$ cat src/core/cmx_consts.svh
// Constants of the comparator mode and input-select register bank.
// Assumes inclusion by bare name from the package and design modules.
`ifndef CMX_CONSTS_SVH
`define CMX_CONSTS_SVH

// ************************************************************
// Register addresses on the special-function register bus
// ************************************************************
`define CMX_ADDR_CTRL 8'h9b
`define CMX_ADDR_MODE 8'h9d
`define CMX_ADDR_MUX 8'h9f

// ************************************************************
// Reset values
// ************************************************************
`define CMX_MODE_RST 8'h02
`define CMX_MUX_RST 8'hff
`define CMX_FLAG_RST 1'h0

// ************************************************************
// Field positions
// ************************************************************
`define CMX_BIT_RIE 5
`define CMX_BIT_FIE 4
`define CMX_BIT_RIF 5
`define CMX_BIT_FIF 4
`define CMX_SPD_HI 1
`define CMX_SPD_LO 0
`define CMX_NEG_HI 7
`define CMX_NEG_LO 4
`define CMX_POS_HI 3
`define CMX_POS_LO 0

// ************************************************************
// Select decoding
// ************************************************************
`define CMX_NUM_PINS 10
`define CMX_SEL_LAST 4'h9
`define CMX_BYTE_ZERO 8'h00

`endif

$ cat src/core/cmx_pkg.sv
// Types shared by the comparator register bank modules.
// Assumes the constants header sits beside it in core/.
`include "cmx_consts.svh"

package cmx_pkg;

    // ************************************************************
    // Response speed codes (00 fastest, 11 slowest and lowest power)
    // ************************************************************
    typedef enum logic [1:0] {
        CMX_SPD_FAST = 2'h0,
        CMX_SPD_MID1 = 2'h1,
        CMX_SPD_MID2 = 2'h2,
        CMX_SPD_SLOW = 2'h3
    } cmx_speed_t;

    // One-hot pin enables; bit k is code k of a select nibble
    typedef logic [`CMX_NUM_PINS-1:0] cmx_pins_t;

    // ************************************************************
    // Register bank state
    // ************************************************************
    typedef struct packed {
        logic rise_irq_enable;
        logic fall_irq_enable;
        cmx_speed_t response_speed_sel;
        logic [3:0] neg_input_sel;
        logic [3:0] pos_input_sel;
        logic rise_edge_flag;
        logic fall_edge_flag;
        logic irq;
        cmx_pins_t neg_pins;
        cmx_pins_t pos_pins;
        logic [7:0] rdata;
    } cmx_state_t;

    // Edge detector state
    typedef struct packed {
        logic prev;
        logic armed;
    } cmx_edge_state_t;

endpackage : cmx_pkg

$ cat src/core/cmx_edge_if.sv
// Edge events passed from the detector to the register bank.
// Assumes both ends run on the same clock.
`timescale 1ns/1ps

interface cmx_edge_if;
    logic rise;
    logic fall;

    // Detector drives, register bank listens
    modport det (output rise, output fall);
    modport bank (input rise, input fall);
endinterface : cmx_edge_if

$ cat src/core/cmx_regs.sv
// Comparator mode, input-select and edge-flag register bank.
// Assumes a single-cycle special-function register bus from the core
// and a synchronous comparator output level.
//
// Functional notes
// - Bit 5 of mode enables rising interrupt
// - Bit 4 of mode enables falling interrupt
// - Mode bits 7:6 and 3:2 read zero
// - Mode bits 1:0 set comparator response speed
// - Mux upper nibble picks negative input pin
// - Mux lower nibble picks positive input pin
// - Edge flags set on output transitions
// - Edge flags stay set until software clears
`timescale 1ns/1ps
`include "cmx_consts.svh"

module cmx_regs
    import cmx_pkg::*;
(
    // Clock and reset
    input wire logic ref_clk_i,
    input wire logic rst_i,
    // Register bus
    input wire logic [7:0] sfr_addr_i,
    input wire logic sfr_wr_i,
    input wire logic [7:0] sfr_wdata_i,
    input wire logic sfr_rd_i,
    output logic [7:0] sfr_rdata_o,
    // Comparator side
    input wire logic cmp_out_i,
    output logic [1:0] response_speed_sel_o,
    output logic [9:0] neg_pin_en_o,
    output logic [9:0] pos_pin_en_o,
    // Interrupt request
    output logic cmp_irq_o
);

    // ************************************************************
    // Decoding helpers
    // ************************************************************

    // One-hot pin enable for a select code; none above the last pin
    function automatic cmx_pins_t sel_decode(input logic [3:0] code);
        cmx_pins_t pins;
        pins = '0;
        if (code <= `CMX_SEL_LAST) begin
            pins[code] = 1'b1;
        end
        return pins;
    endfunction : sel_decode

    cmx_state_t st_q;
    cmx_state_t st_d;
    logic wr_ctrl;
    logic wr_mode;
    logic wr_mux;
    logic [7:0] mode_rd;
    logic [7:0] ctrl_rd;
    logic [7:0] mux_rd;

    // Reset bytes, sliced into their fields at reset
    localparam logic [7:0] mode_rst_val = `CMX_MODE_RST;
    localparam logic [7:0] mux_rst_val = `CMX_MUX_RST;

    // ************************************************************
    // Edge detection
    // ************************************************************
    cmx_edge_if edge_bus ();

    cmx_edge_det u_edge (
        .ref_clk_i(ref_clk_i),
        .rst_i(rst_i),
        .cmp_out_i(cmp_out_i),
        .edge_o(edge_bus.det)
    );

    // Write strobes per register
    assign wr_ctrl = sfr_wr_i && (sfr_addr_i == `CMX_ADDR_CTRL);
    assign wr_mode = sfr_wr_i && (sfr_addr_i == `CMX_ADDR_MODE);
    assign wr_mux = sfr_wr_i && (sfr_addr_i == `CMX_ADDR_MUX);

    // Read views; unused bits forced to zero
    always_comb begin
        mode_rd = `CMX_BYTE_ZERO;
        mode_rd[`CMX_BIT_RIE] = st_q.rise_irq_enable;
        mode_rd[`CMX_BIT_FIE] = st_q.fall_irq_enable;
        mode_rd[`CMX_SPD_HI:`CMX_SPD_LO] = st_q.response_speed_sel;
        ctrl_rd = `CMX_BYTE_ZERO;
        ctrl_rd[`CMX_BIT_RIF] = st_q.rise_edge_flag;
        ctrl_rd[`CMX_BIT_FIF] = st_q.fall_edge_flag;
        mux_rd = {st_q.neg_input_sel, st_q.pos_input_sel};
    end

    // ************************************************************
    // Next state
    // ************************************************************
    always_comb begin
        st_d = st_q;
        // Mode register; only enables and speed are stored
        if (wr_mode) begin
            st_d.rise_irq_enable = sfr_wdata_i[`CMX_BIT_RIE];
            st_d.fall_irq_enable = sfr_wdata_i[`CMX_BIT_FIE];
            st_d.response_speed_sel =
                cmx_speed_t'(sfr_wdata_i[`CMX_SPD_HI:`CMX_SPD_LO]);
        end
        // Input select register
        if (wr_mux) begin
            st_d.neg_input_sel = sfr_wdata_i[`CMX_NEG_HI:`CMX_NEG_LO];
            st_d.pos_input_sel = sfr_wdata_i[`CMX_POS_HI:`CMX_POS_LO];
        end
        // Flags: software write, then a new edge wins
        if (wr_ctrl) begin
            st_d.rise_edge_flag = sfr_wdata_i[`CMX_BIT_RIF];
            st_d.fall_edge_flag = sfr_wdata_i[`CMX_BIT_FIF];
        end
        if (edge_bus.rise) begin
            st_d.rise_edge_flag = 1'b1;
        end
        if (edge_bus.fall) begin
            st_d.fall_edge_flag = 1'b1;
        end
        // Interrupt follows the next flag and enable values
        st_d.irq = (st_d.rise_edge_flag && st_d.rise_irq_enable) ||
                   (st_d.fall_edge_flag && st_d.fall_irq_enable);
        // Pin enables; unmapped codes connect nothing
        st_d.neg_pins = sel_decode(st_d.neg_input_sel);
        st_d.pos_pins = sel_decode(st_d.pos_input_sel);
        // Registered read data, zero on unmapped address
        st_d.rdata = `CMX_BYTE_ZERO;
        if (sfr_rd_i) begin
            unique case (sfr_addr_i)
                `CMX_ADDR_CTRL: st_d.rdata = ctrl_rd;
                `CMX_ADDR_MODE: st_d.rdata = mode_rd;
                `CMX_ADDR_MUX: st_d.rdata = mux_rd;
                default: st_d.rdata = `CMX_BYTE_ZERO;
            endcase
        end
    end

    // ************************************************************
    // State register
    // ************************************************************
    always_ff @(posedge ref_clk_i or posedge rst_i) begin
        if (rst_i) begin
            st_q.rise_irq_enable <= mode_rst_val[`CMX_BIT_RIE];
            st_q.fall_irq_enable <= mode_rst_val[`CMX_BIT_FIE];
            st_q.response_speed_sel <=
                cmx_speed_t'(mode_rst_val[`CMX_SPD_HI:`CMX_SPD_LO]);
            st_q.neg_input_sel <= mux_rst_val[`CMX_NEG_HI:`CMX_NEG_LO];
            st_q.pos_input_sel <= mux_rst_val[`CMX_POS_HI:`CMX_POS_LO];
            st_q.rise_edge_flag <= `CMX_FLAG_RST;
            st_q.fall_edge_flag <= `CMX_FLAG_RST;
            st_q.irq <= 1'b0;
            st_q.neg_pins <= '0;
            st_q.pos_pins <= '0;
            st_q.rdata <= `CMX_BYTE_ZERO;
        end else begin
            st_q <= st_d;
        end
    end

    // Outputs straight from the state flops
    assign sfr_rdata_o = st_q.rdata;
    assign response_speed_sel_o = st_q.response_speed_sel;
    assign neg_pin_en_o = st_q.neg_pins;
    assign pos_pin_en_o = st_q.pos_pins;
    assign cmp_irq_o = st_q.irq;
endmodule : cmx_regs

$ cat src/core/cmx_edge_det.sv
// Edge detector on the comparator output level.
// Assumes the comparator level is already synchronous to the clock.
`timescale 1ns/1ps

module cmx_edge_det
    import cmx_pkg::*;
(
    // Clock and reset
    input wire logic ref_clk_i,
    input wire logic rst_i,
    // Comparator level
    input wire logic cmp_out_i,
    // Edge events
    cmx_edge_if.det edge_o
);

    cmx_edge_state_t st_q;
    cmx_edge_state_t st_d;

    // ************************************************************
    // Next state: remember the level, arm after first sample
    // ************************************************************
    always_comb begin
        st_d = st_q;
        st_d.prev = cmp_out_i;
        st_d.armed = 1'b1;
    end

    always_ff @(posedge ref_clk_i or posedge rst_i) begin
        if (rst_i) begin
            st_q <= '0;
        end else begin
            st_q <= st_d;
        end
    end

    // One-cycle pulses; no edge until one level has been seen
    assign edge_o.rise = st_q.armed & cmp_out_i & ~st_q.prev;
    assign edge_o.fall = st_q.armed & ~cmp_out_i & st_q.prev;

endmodule : cmx_edge_det

$ cat config.mk
export PLATFORM = sky130hd
export DESIGN_NAME = cmx_regs
export DESIGN_NICKNAME = d
export VERILOG_FILES = /design/src/core/cmx_pkg.sv /design/src/core/cmx_edge_if.sv /design/src/core/cmx_regs.sv /design/src/core/cmx_edge_det.sv
export VERILOG_INCLUDE_DIRS = /design/src /design/src/core
export SDC_FILE = /design/constraint.sdc
export NUM_CORES = 1
export LEC_CHECK = 0
export BUFFER_PORTS_ARGS = -buffer_cell sky130_fd_sc_hd__buf_2
export CORE_ASPECT_RATIO = 1.25
export CORE_MARGIN = 10
export CORE_UTILIZATION = 34
export DETAILED_ROUTE_END_ITERATION = 8
export HOLD_SLACK_MARGIN = 0.12
export SYNTH_ARGS = -nofsm -noshare
export SYNTH_HDL_FRONTEND = slang
export SYNTH_SLANG_ARGS = --single-unit
$ cat constraint.sdc
create_clock -name ref_clk_i -period 2.62 [get_ports ref_clk_i]
set_input_delay 0.524 -clock ref_clk_i [delete_from_list [all_inputs] [get_ports ref_clk_i]]
set_output_delay 0.524 -clock ref_clk_i [all_outputs]
set_load 0.01 [all_outputs]
; After elaboration in Yosys (flattened, before gate mapping)
; Cells that the tools add are included.
[totals]
reg_bits = 45
in_bits = 21
out_inout_bits = 31
elab_cells = 49
[op_classes]
n_lt_le_gt_ge = 6
eq_ne = 3
muxes = 13
n_bitwise = 6
n_reduce_logical = 8
[op_table]
columns = op, count
row1 = $eq A8 B8 Y1 const B, 3
row2 = $pmux W8 S3, 1
row3 = $mux W10, 2
row4 = $mux W8, 2
row5 = $lt A4 B5 Y1 const B, 2
row6 = $demux W1 S4, 2
row7 = $ge A4 B1 Y1 const B, 2
row8 = $le A4 B4 Y1 const B, 2
row9 = $logic_and A1 B1 Y1, 7
row10 = $and A1 B1 Y1, 4
row11 = $mux W1, 4
row12 = $mux W4, 1
row13 = $mux W2, 1
row14 = $not A1 Y1, 2
row15 = $logic_or A1 B1 Y1, 1

; Depth between registers and ports, before layout
; Gate-level depths: netlist (run 1).
[logic_depth]
word_depth = 8
mapped_depth = 6
ltp_nobuf = 5

; Modules after synthesis
; A second synthesis (run 1) with hierarchy kept.
[hier_totals]
cells_unflattened = 170
hier_area_um2 = 1984.4
[modules_own_cells]
columns = mod, n_inst, cells_each, area_per_inst_um2, seq_area_each_um2
row1 = cmx_regs, 1, 164, 1909.3, 1087.3
row2 = cmx_edge_det, 1, 6, 75.1, 50.0

; Worst setup path after synthesis (run 1)
; No wires, ideal clock.
[synth_timing]
path_type = input -> register
from = input port sfr_addr_i[6]
to = register st_q (netlist bit neg_pin_en_o[9])
setup_ns = 0.121
arrival_ns = 1.872
required_ns = 2.499
slack_ns = 0.627
path_stages = 6
n_path_buf = 2
path_cell_list = and4b_1 -> buf_6 -> nand4_4 -> mux2_2 -> buf_6 -> and4_2
[synth_rtl]
columns = item, line
row1 = start: declaration, cmx_regs.sv:24  ; input wire logic [7:0] sfr_addr_i,
row2 = end signal: assignment, cmx_regs.sv:158  ; st_q <= st_d;
row3 = end: declaration, cmx_regs.sv:52  ; cmx_state_t st_q;

==> PnR_summary.wiki, run 1 <==
{| class="wikitable"
! Metric !! Value
|-
| Run status || complete, no violations
|-
| Via density per instance || 4.83
|-
| Net total in the final layout || between 200 and 250
|-
| Antenna violations before repair || 0
|-
| Switching power || about 0.00030 W
|-
| Clk pwr share || 0.320
|-
| Post-route design area || 0.00220 mm²
|-
| Max-cap violations || 0
|-
| Area of the mapped netlist || roughly 0.0018 mm²
|-
| Post-DR wirelength/cell || around 16 µm
|-
| Commonest cells after routing, fill and taps aside || sky130_fd_sc_hd__buf_2, sky130_fd_sc_hd__dfrtp_1, sky130_fd_sc_hd__nor4_1
|-
| Min Clock Period, post-route || between 2 and 2.5 ns
|-
| DRC violations left || 0
|-
| Fraction of power spent switching nets || 0.239
|-
| Number of nets with antenna violations after routing || 0
|-
| Die Height || just over 100 µm
|-
| Clock net sink count || 45
|-
| IO Count || 52
|-
| Starting utilization of the core area || 0.355
|-
| Root Buffer Master || sky130_fd_sc_hd__clkbuf_8
|-
| Filler cells || 497
|-
| Top Family by Delay on Critical Path || simple AND/OR/NAND/NOR gates
|-
| Post-synthesis sequential area ratio || 0.622
|-
| GRT Util Overall || 0.0958
|-
| Peak Freq || 496 MHz
|-
| H-tree levels || 2
|-
| Least-Margin Pin Slew || slightly below 0.8 ns
|-
| Largest clock skew in the final design || a little under 0.006 ns
|-
| Yosys warning count || 0
|-
| Final Routed Wirelength || about 4.0 mm
|-
| Path type of the worst min-delay path || input port to asynchronous set/reset pin
|-
| Count of inserted antenna diode cells || 0
|-
| Setup fix buffers added after clock tree synthesis || 0
|-
| Final Slew Violations || 0
|-
| Routability-driven placement congestion ratio || ~0.8
|-
| Minimum setup slack among reg-to-reg paths || roughly 1.4 ns
|-
| First-iteration detailed-routing DRC count || 37
|-
| Synth cell types || 25
|-
| Number of buffer and inverter instances along the worst setup path || 2
|-
| Number of flip-flops and latches in the synthesized netlist || 45
|-
| CTS tree || yes
|-
| Max FO, Critical Path || 8
|-
| Post-synthesis average cell area || about 14 µm²
|-
| Signal arrival time at the worst endpoint || 2.18 ns
|-
| Layout Area Growth over Synthesis || 20.5%
|-
| Startpoint type of the worst setup path || input port
|-
| Count of final hold-check violations || 0
|-
| Cts bufs inserted || 5
|-
| Worst-skew pair later-pin latency || ~0.3 ns
|-
| Cts-stage hold buffer count || 0
|-
| Headroom to the max-slew limit || 0.476
|-
| Count of mapped cells out of synthesis || 128
|-
| Sequential Power Share || 0.583
|-
| Crit path cell chain || buf_2, and4b_1, nand4_4, mux2i_4, inv_2, nor4_1
|-
| Cell leakage power || about 1.1 nW
|-
| Combinational group share of total power || 0.097
|-
| Standard cell with the maximum stage delay on the critical path || sky130_fd_sc_hd__nor4_1
|-
| Startpoint of the lowest-slack register-to-register path || mux_rd[0]
|-
| Wire length of the first global-routing pass || between 6 and 7 mm
|-
| Worst Setup Path Type || input port to flop
|-
| Capturing point of the worst reg2reg path || pos_pin_en_o[2]
|-
| Area enclosed by the die boundary || between 0.008 and 0.009 mm²
|-
| Sum of internal, switching and leakage power || 0.00126 W
|-
| RSZ-0062 raised after global routing || false
|-
| Maximum number of pins on one net before global-route repair || 25
|-
| Most common cell after layout, fill and taps aside || sky130_fd_sc_hd__buf_2
|-
| Site row count || 29
|-
| Summed negative setup slack over all endpoints || 0 ns
|-
| DP HPWL || slightly above 3 mm
|-
| CTS resizes || 0
|-
| Number of port buffers || 51
|-
| Net count of the mapped netlist || around 150
|-
| Worst-path clk slew || roughly 0.08 ns
|-
| Most used flip-flop cell after synthesis || sky130_fd_sc_hd__dfrtp_1
|-
| Stages on the worst setup path || 6
|-
| Synth async-reset ratio || 1.00
|-
| Number of enable flip-flop cells after synthesis || 0
|-
| Path depth of the worst reg2reg path || 3
|-
| Die Wd || around 86 µm
|-
| Maximum single-stage delay on the critical path || 0.39 ns
|-
| Share of post-route cells with drive strength above 1 || 0.519
|-
| Internal power || 0.000958 W
|-
| Vias || ~1200
|-
| Ratio of total power to cell area || 572 mW/mm²
|-
| CP Capture Type || flop
|-
| Vias in the first global route || 1281
|-
| Largest voltage drop on the vdd net || 0.000331 V
|-
| Final number of setup-violating endpoints || 0
|-
| TritonRoute pass-1 iters || 4
|-
| Instance area at placement || roughly 0.0021 mm²
|-
| Core Region || about 0.0052 mm²
|-
| Fraction of the cycle the final worst path needs || 0.770
|-
| Critical path data required time || 2.79 ns
|-
| Total overflow reported by the global router || 0
|-
| Maximum clock path buffer count || 2
|}
-- worst reg2reg max path, stage by stage, from the launching register on --
cell and delay [ns]:
sky130_fd_sc_hd__dfstp_2 0.39, sky130_fd_sc_hd__mux2i_4 0.22, sky130_fd_sc_hd__inv_2 0.10, sky130_fd_sc_hd__nor4_1 0.39
-- through the flow --
step	worst slack, ns	hold WS (ns)	utilization	cells
floorplan	0.627	0.486	-	128
global placement	0.285	0.516	0.412	235
detailed placement	0.213	0.515	0.412	235
CTS	0.530	0.289	0.428	243
global route	0.382	0.314	0.428	243
finish	0.603	0.270	0.428	243
-- synthesized netlist by cell type (3+ instances only) --
cell type / number / area [µm²]
sky130_fd_sc_hd__a31oi_1: 4 / 25.0
sky130_fd_sc_hd__and2_1: 5 / 31.3
sky130_fd_sc_hd__and4_2: 4 / 40.0
sky130_fd_sc_hd__buf_4: 3 / 22.5
sky130_fd_sc_hd__buf_6: 3 / 33.8
sky130_fd_sc_hd__dfrtp_1: 36 / 901
sky130_fd_sc_hd__dfstp_2: 9 / 236
sky130_fd_sc_hd__inv_1: 3 / 11.3
sky130_fd_sc_hd__inv_2: 6 / 22.5
sky130_fd_sc_hd__mux2_2: 8 / 90.1
sky130_fd_sc_hd__mux2i_1: 4 / 40.0
sky130_fd_sc_hd__mux2i_4: 6 / 135
sky130_fd_sc_hd__nor2_1: 5 / 18.8
sky130_fd_sc_hd__nor4_1: 16 / 100
-- flip-flops by register name (all words and copies together), names as in the netlist --
signal,flops
ctrl_rd,2
pos_pin_en_o,10
neg_pin_en_o,10
mode_rd,2
response_speed_sel_o,2
mux_rd,8
sfr_rdata_o,8
u_edge.st_q,2
cmp_irq_o,1
-- per-layer routing --
layer / vias to the layer above / GRT usage / share of wire
met3: 9 / 0.0398 / 0.079
met2: 35 / 0.159 / 0.50
met4: 0 / 0.0457 / 0.023
met5: - / 0 / 0
li1: 566 / - / -
met1: 564 / 0.104 / 0.40
-- power groups by stage --
stage | clock network (W) | logic [W] | registers, W
floorplan | 0 | 0.0000710 | 0.000753
global placement | 0 | 0.000124 | 0.000748
detailed placement | 0 | 0.000125 | 0.000748
CTS | 0.000425 | 0.000125 | 0.000735
global route | 0.000449 | 0.000137 | 0.000737
finish | 0.000403 | 0.000122 | 0.000734
-- final cells by class --
class                   count  area (µm²)  share of cell area
flip-flops and latches     45        1140               0.516
inverters                   9        33.8              0.0153
clock buffers               6        72.6              0.0329
multi-input cells          67         597               0.271
well taps                  62        77.6              0.0352
repair buffers             52         275               0.125
clock inverters             2        10.0             0.00454
-- cell families (layout without fill, tap and decap cells) --
family,count (synthesis),after routing,synth area share
other,1,1,0.00205
DFF,45,45,0.622
buffers and inverters,16,69,0.0520
and+or+nand+nor,41,41,0.153
muxes,18,18,0.145
AOI/OAI and AO/OA,7,7,0.0267
-- worst max path at each step --
stage                             start         endpoint  slack, ns
after detailed placement  sfr_addr_i[6]  pos_pin_en_o[2]       0.21
after global placement    sfr_addr_i[6]  pos_pin_en_o[2]       0.28
final                     sfr_addr_i[6]  pos_pin_en_o[2]       0.60
after floorplan           sfr_addr_i[6]  neg_pin_en_o[9]       0.63
after CTS                 sfr_addr_i[6]  pos_pin_en_o[2]       0.53
after global routing      sfr_addr_i[6]  pos_pin_en_o[2]       0.38
Power figures use the tool's default switching activity.
==> run 2, diff against run 1 <==
Clock period 2.62 ns to 1.6 ns, I/O delays scaled along.
==> run 2 against run 1 <==
Effect of this change:
- via count increased by 6.1%
- critical path depth grew 1
- sequential share of layout area fell by 4.5 points
- power increased by 83%
==> PnR_summary.wiki, run 2 (same netlist as run 1, synthesis figures left out) <==
{| class="wikitable"
! Metric !! Value
|-
| Global routing met2 resource utilization || 0.139
|-
| Summed negative setup slack over all endpoints || 0 ns
|-
| Count of inserted antenna diode cells || 0
|-
| Cell leakage power || 1.23 nW
|-
| Max-cap violations || 0
|-
| Startpoint type of the worst setup path || input port
|-
| Path depth of the worst reg2reg path || 3
|-
| DP HPWL || between 3 and 4 mm
|-
| Launching instance or port of the critical path || sfr_addr_i[6]
|-
| H-tree levels || 2
|-
| Startpoint of the lowest-slack register-to-register path || mux_rd[0]
|-
| Count of non-filler cells in the finished layout || 262
|-
| IO Count || 52
|-
| Commonest cells after routing, fill and taps aside || sky130_fd_sc_hd__buf_2, sky130_fd_sc_hd__dfrtp_1, sky130_fd_sc_hd__nor4_1, sky130_fd_sc_hd__buf_4, sky130_fd_sc_hd__dfstp_2
|-
| Maximum clock path buffer count || 2
|-
| Number of port buffers || 51
|-
| Capturing point of the worst reg2reg path || pos_pin_en_o[1]
|-
| Worst-path clk slew || around 0.080 ns
|-
| Core Region || about 0.005 mm²
|-
| Met3 Resource Use GR || 0.0470
|-
| Vias || between 1000 and 1500
|-
| Ratio of total power to cell area || 952 mW/mm²
|-
| Worst setup slack after layout || roughly 0.12 ns
|-
| Minimum setup slack among reg-to-reg paths || 0.43 ns
|-
| RSZ-0062 raised after global routing || false
|-
| Critical path data required time || about 1.8 ns
|-
| Largest voltage drop on the vdd net || between 0.0005 and 0.0006 V
|-
| Setup Slack @ Placement || -0.180 ns
|-
| Count of final hold-check violations || 0
|-
| GRT Util Overall || 0.0948
|-
| Final number of setup-violating endpoints || 0
|-
| Largest clock skew in the final design || approximately 0.0086 ns
|-
| Clock net sink count || between 40 and 50
|-
| CTS tree || yes
|-
| Die Wd || between 80 and 90 µm
|-
| Die Height || a little over 100 µm
|-
| Final Slew Violations || 0
|-
| Routability-driven placement congestion ratio || roughly 0.85
|-
| Max FO, Critical Path || 8
|-
| CP endpoint || neg_pin_en_o[2]
|-
| Number of nets with antenna violations after routing || 0
|-
| Net total in the final layout || 220
|-
| Number of buffer and inverter instances along the worst setup path || 3
|-
| Post-DR wirelength/cell || 15.0 µm
|-
| Layout Area Growth over Synthesis || 32.1%
|-
| Fraction of the cycle the final worst path needs || 0.924
|-
| Top Family by Delay on Critical Path || simple AND/OR/NAND/NOR gates
|-
| Wire length of the first global-routing pass || 6.63 mm
|-
| CTS resizes || 0
|-
| Antenna violations before repair || 0
|-
| Cell count after placement || 253
|-
| Maximum single-stage delay on the critical path || around 0.31 ns
|-
| Run status || complete, no violations
|-
| First-iteration detailed-routing DRC count || 59
|-
| DRC violations left || 0
|-
| Via density per instance || around 4.8
|-
| Vias in the first global route || ~1300
|-
| Cts-stage hold buffer count || 1
|-
| CP Capture Type || flop
|-
| Setup fix buffers added after clock tree synthesis || 0
|-
| Peak Freq || around 680 MHz
|-
| Site row count || 29
|-
| Met1 layer usage reported by global route || 0.117
|-
| TritonRoute pass-1 iters || 4
|-
| Total overflow reported by the global router || 0
|-
| Min Clock Period, post-route || 1.48 ns
|-
| Root Buffer Master || sky130_fd_sc_hd__clkbuf_8
|-
| Most Crowded Layer GR || met2
|-
| Cts bufs inserted || 5
|-
| Final Routed Wirelength || a little under 4 mm
|-
| Signal arrival time at the worst endpoint || 1.67 ns
|-
| Path type of the worst min-delay path || input port to flop
|-
| Crit path cell chain || buf_2, and4b_1, nand4_4, buf_12, mux2i_4, inv_2, nor4_1
|-
| Stages on the worst setup path || 7
|-
| Area enclosed by the die boundary || ~0.0087 mm²
|-
| Worst Setup Path Type || input port to flop
|-
| Starting utilization of the core area || 0.355
|-
| Worst-skew pair later-pin latency || 0.30 ns
|-
| Standard cell with the maximum stage delay on the critical path || sky130_fd_sc_hd__and4b_1
|-
| Share of post-route cells with drive strength above 1 || 0.565
|-
| Most common cell after layout, fill and taps aside || sky130_fd_sc_hd__buf_2
|-
| Maximum number of pins on one net before global-route repair || between 40 and 50
|}
==> run 2: cell types whose count changed in the layout (fill, tap and decap cells not counted), moves of 2 or more <==
cell	before	now
sky130_fd_sc_hd__mux2_2	8	6
sky130_fd_sc_hd__mux2_4	0	2
sky130_fd_sc_hd__clkinv_2	2	0
sky130_fd_sc_hd__and4_4	0	2
sky130_fd_sc_hd__buf_12	1	3
sky130_fd_sc_hd__buf_4	0	16
sky130_fd_sc_hd__and4_2	4	2
==> run 2: worst reg2reg max path: stages, from the launching register on <==
cell and delay [ns]:
sky130_fd_sc_hd__dfstp_2 0.57, sky130_fd_sc_hd__mux2i_4 0.09, sky130_fd_sc_hd__buf_12 0.13, sky130_fd_sc_hd__nor4_1 0.29
==> run 2: report_power, final <==
group          switching, W  internal [W]
clock              0.000394      0.000467
sequential        0.0000199       0.00118
combinational      0.000124      0.000111
==> run 2: through the flow <==
stage	cell area, µm²	total power (W)	utilization	hold slack [ns]
6_report	2420	0.00230	0.469	0.166
5_1_grt	2420	0.00241	0.469	0.160
4_1_cts	2420	0.00234	0.469	0.153
3_5_place_dp	2290	0.00146	0.445	0.377
3_3_place_gp	2290	0.00146	0.445	0.372
2_1_floorplan	1840	0.00135	-	0.351
==> run 2: worst min path at each step <==
stage	start	endpoint	slack, ns	cells after the start
global placement	rst_i	pos_pin_en_o[8]	0.37	3
CTS	cmp_out_i	u_edge.st_q[1]	0.15	1
detailed placement	rst_i	pos_pin_en_o[8]	0.38	3
floorplan	cmp_out_i	u_edge.st_q[1]	0.35	0
finish	cmp_out_i	u_edge.st_q[1]	0.17	1
global route	cmp_out_i	u_edge.st_q[1]	0.16	1
==> run 2: per-layer routing <==
| layer | vias to the layer above | part of all wire | wire length [µm] |
|---|---|---|---|
| met1 | 584 | 0.45 | 1770 |
| met3 | 6 | 0.095 | 372 |
| met5 | - | 0 | 0 |
| met4 | 0 | 0.013 | 52 |
| li1 | 605 | - | - |
| met2 | 51 | 0.44 | 1730 |
==> run 2: final cells by class <==
type	instances	area, µm²
Clock buffer	5	68.8
Multi-Input combinational cell	67	607
Sequential cell	45	1140
Tap cell	62	77.6
Clock inverter	3	46.3
Timing Repair Buffer	71	445
Fill cell	491	2740
Inverter	9	33.8
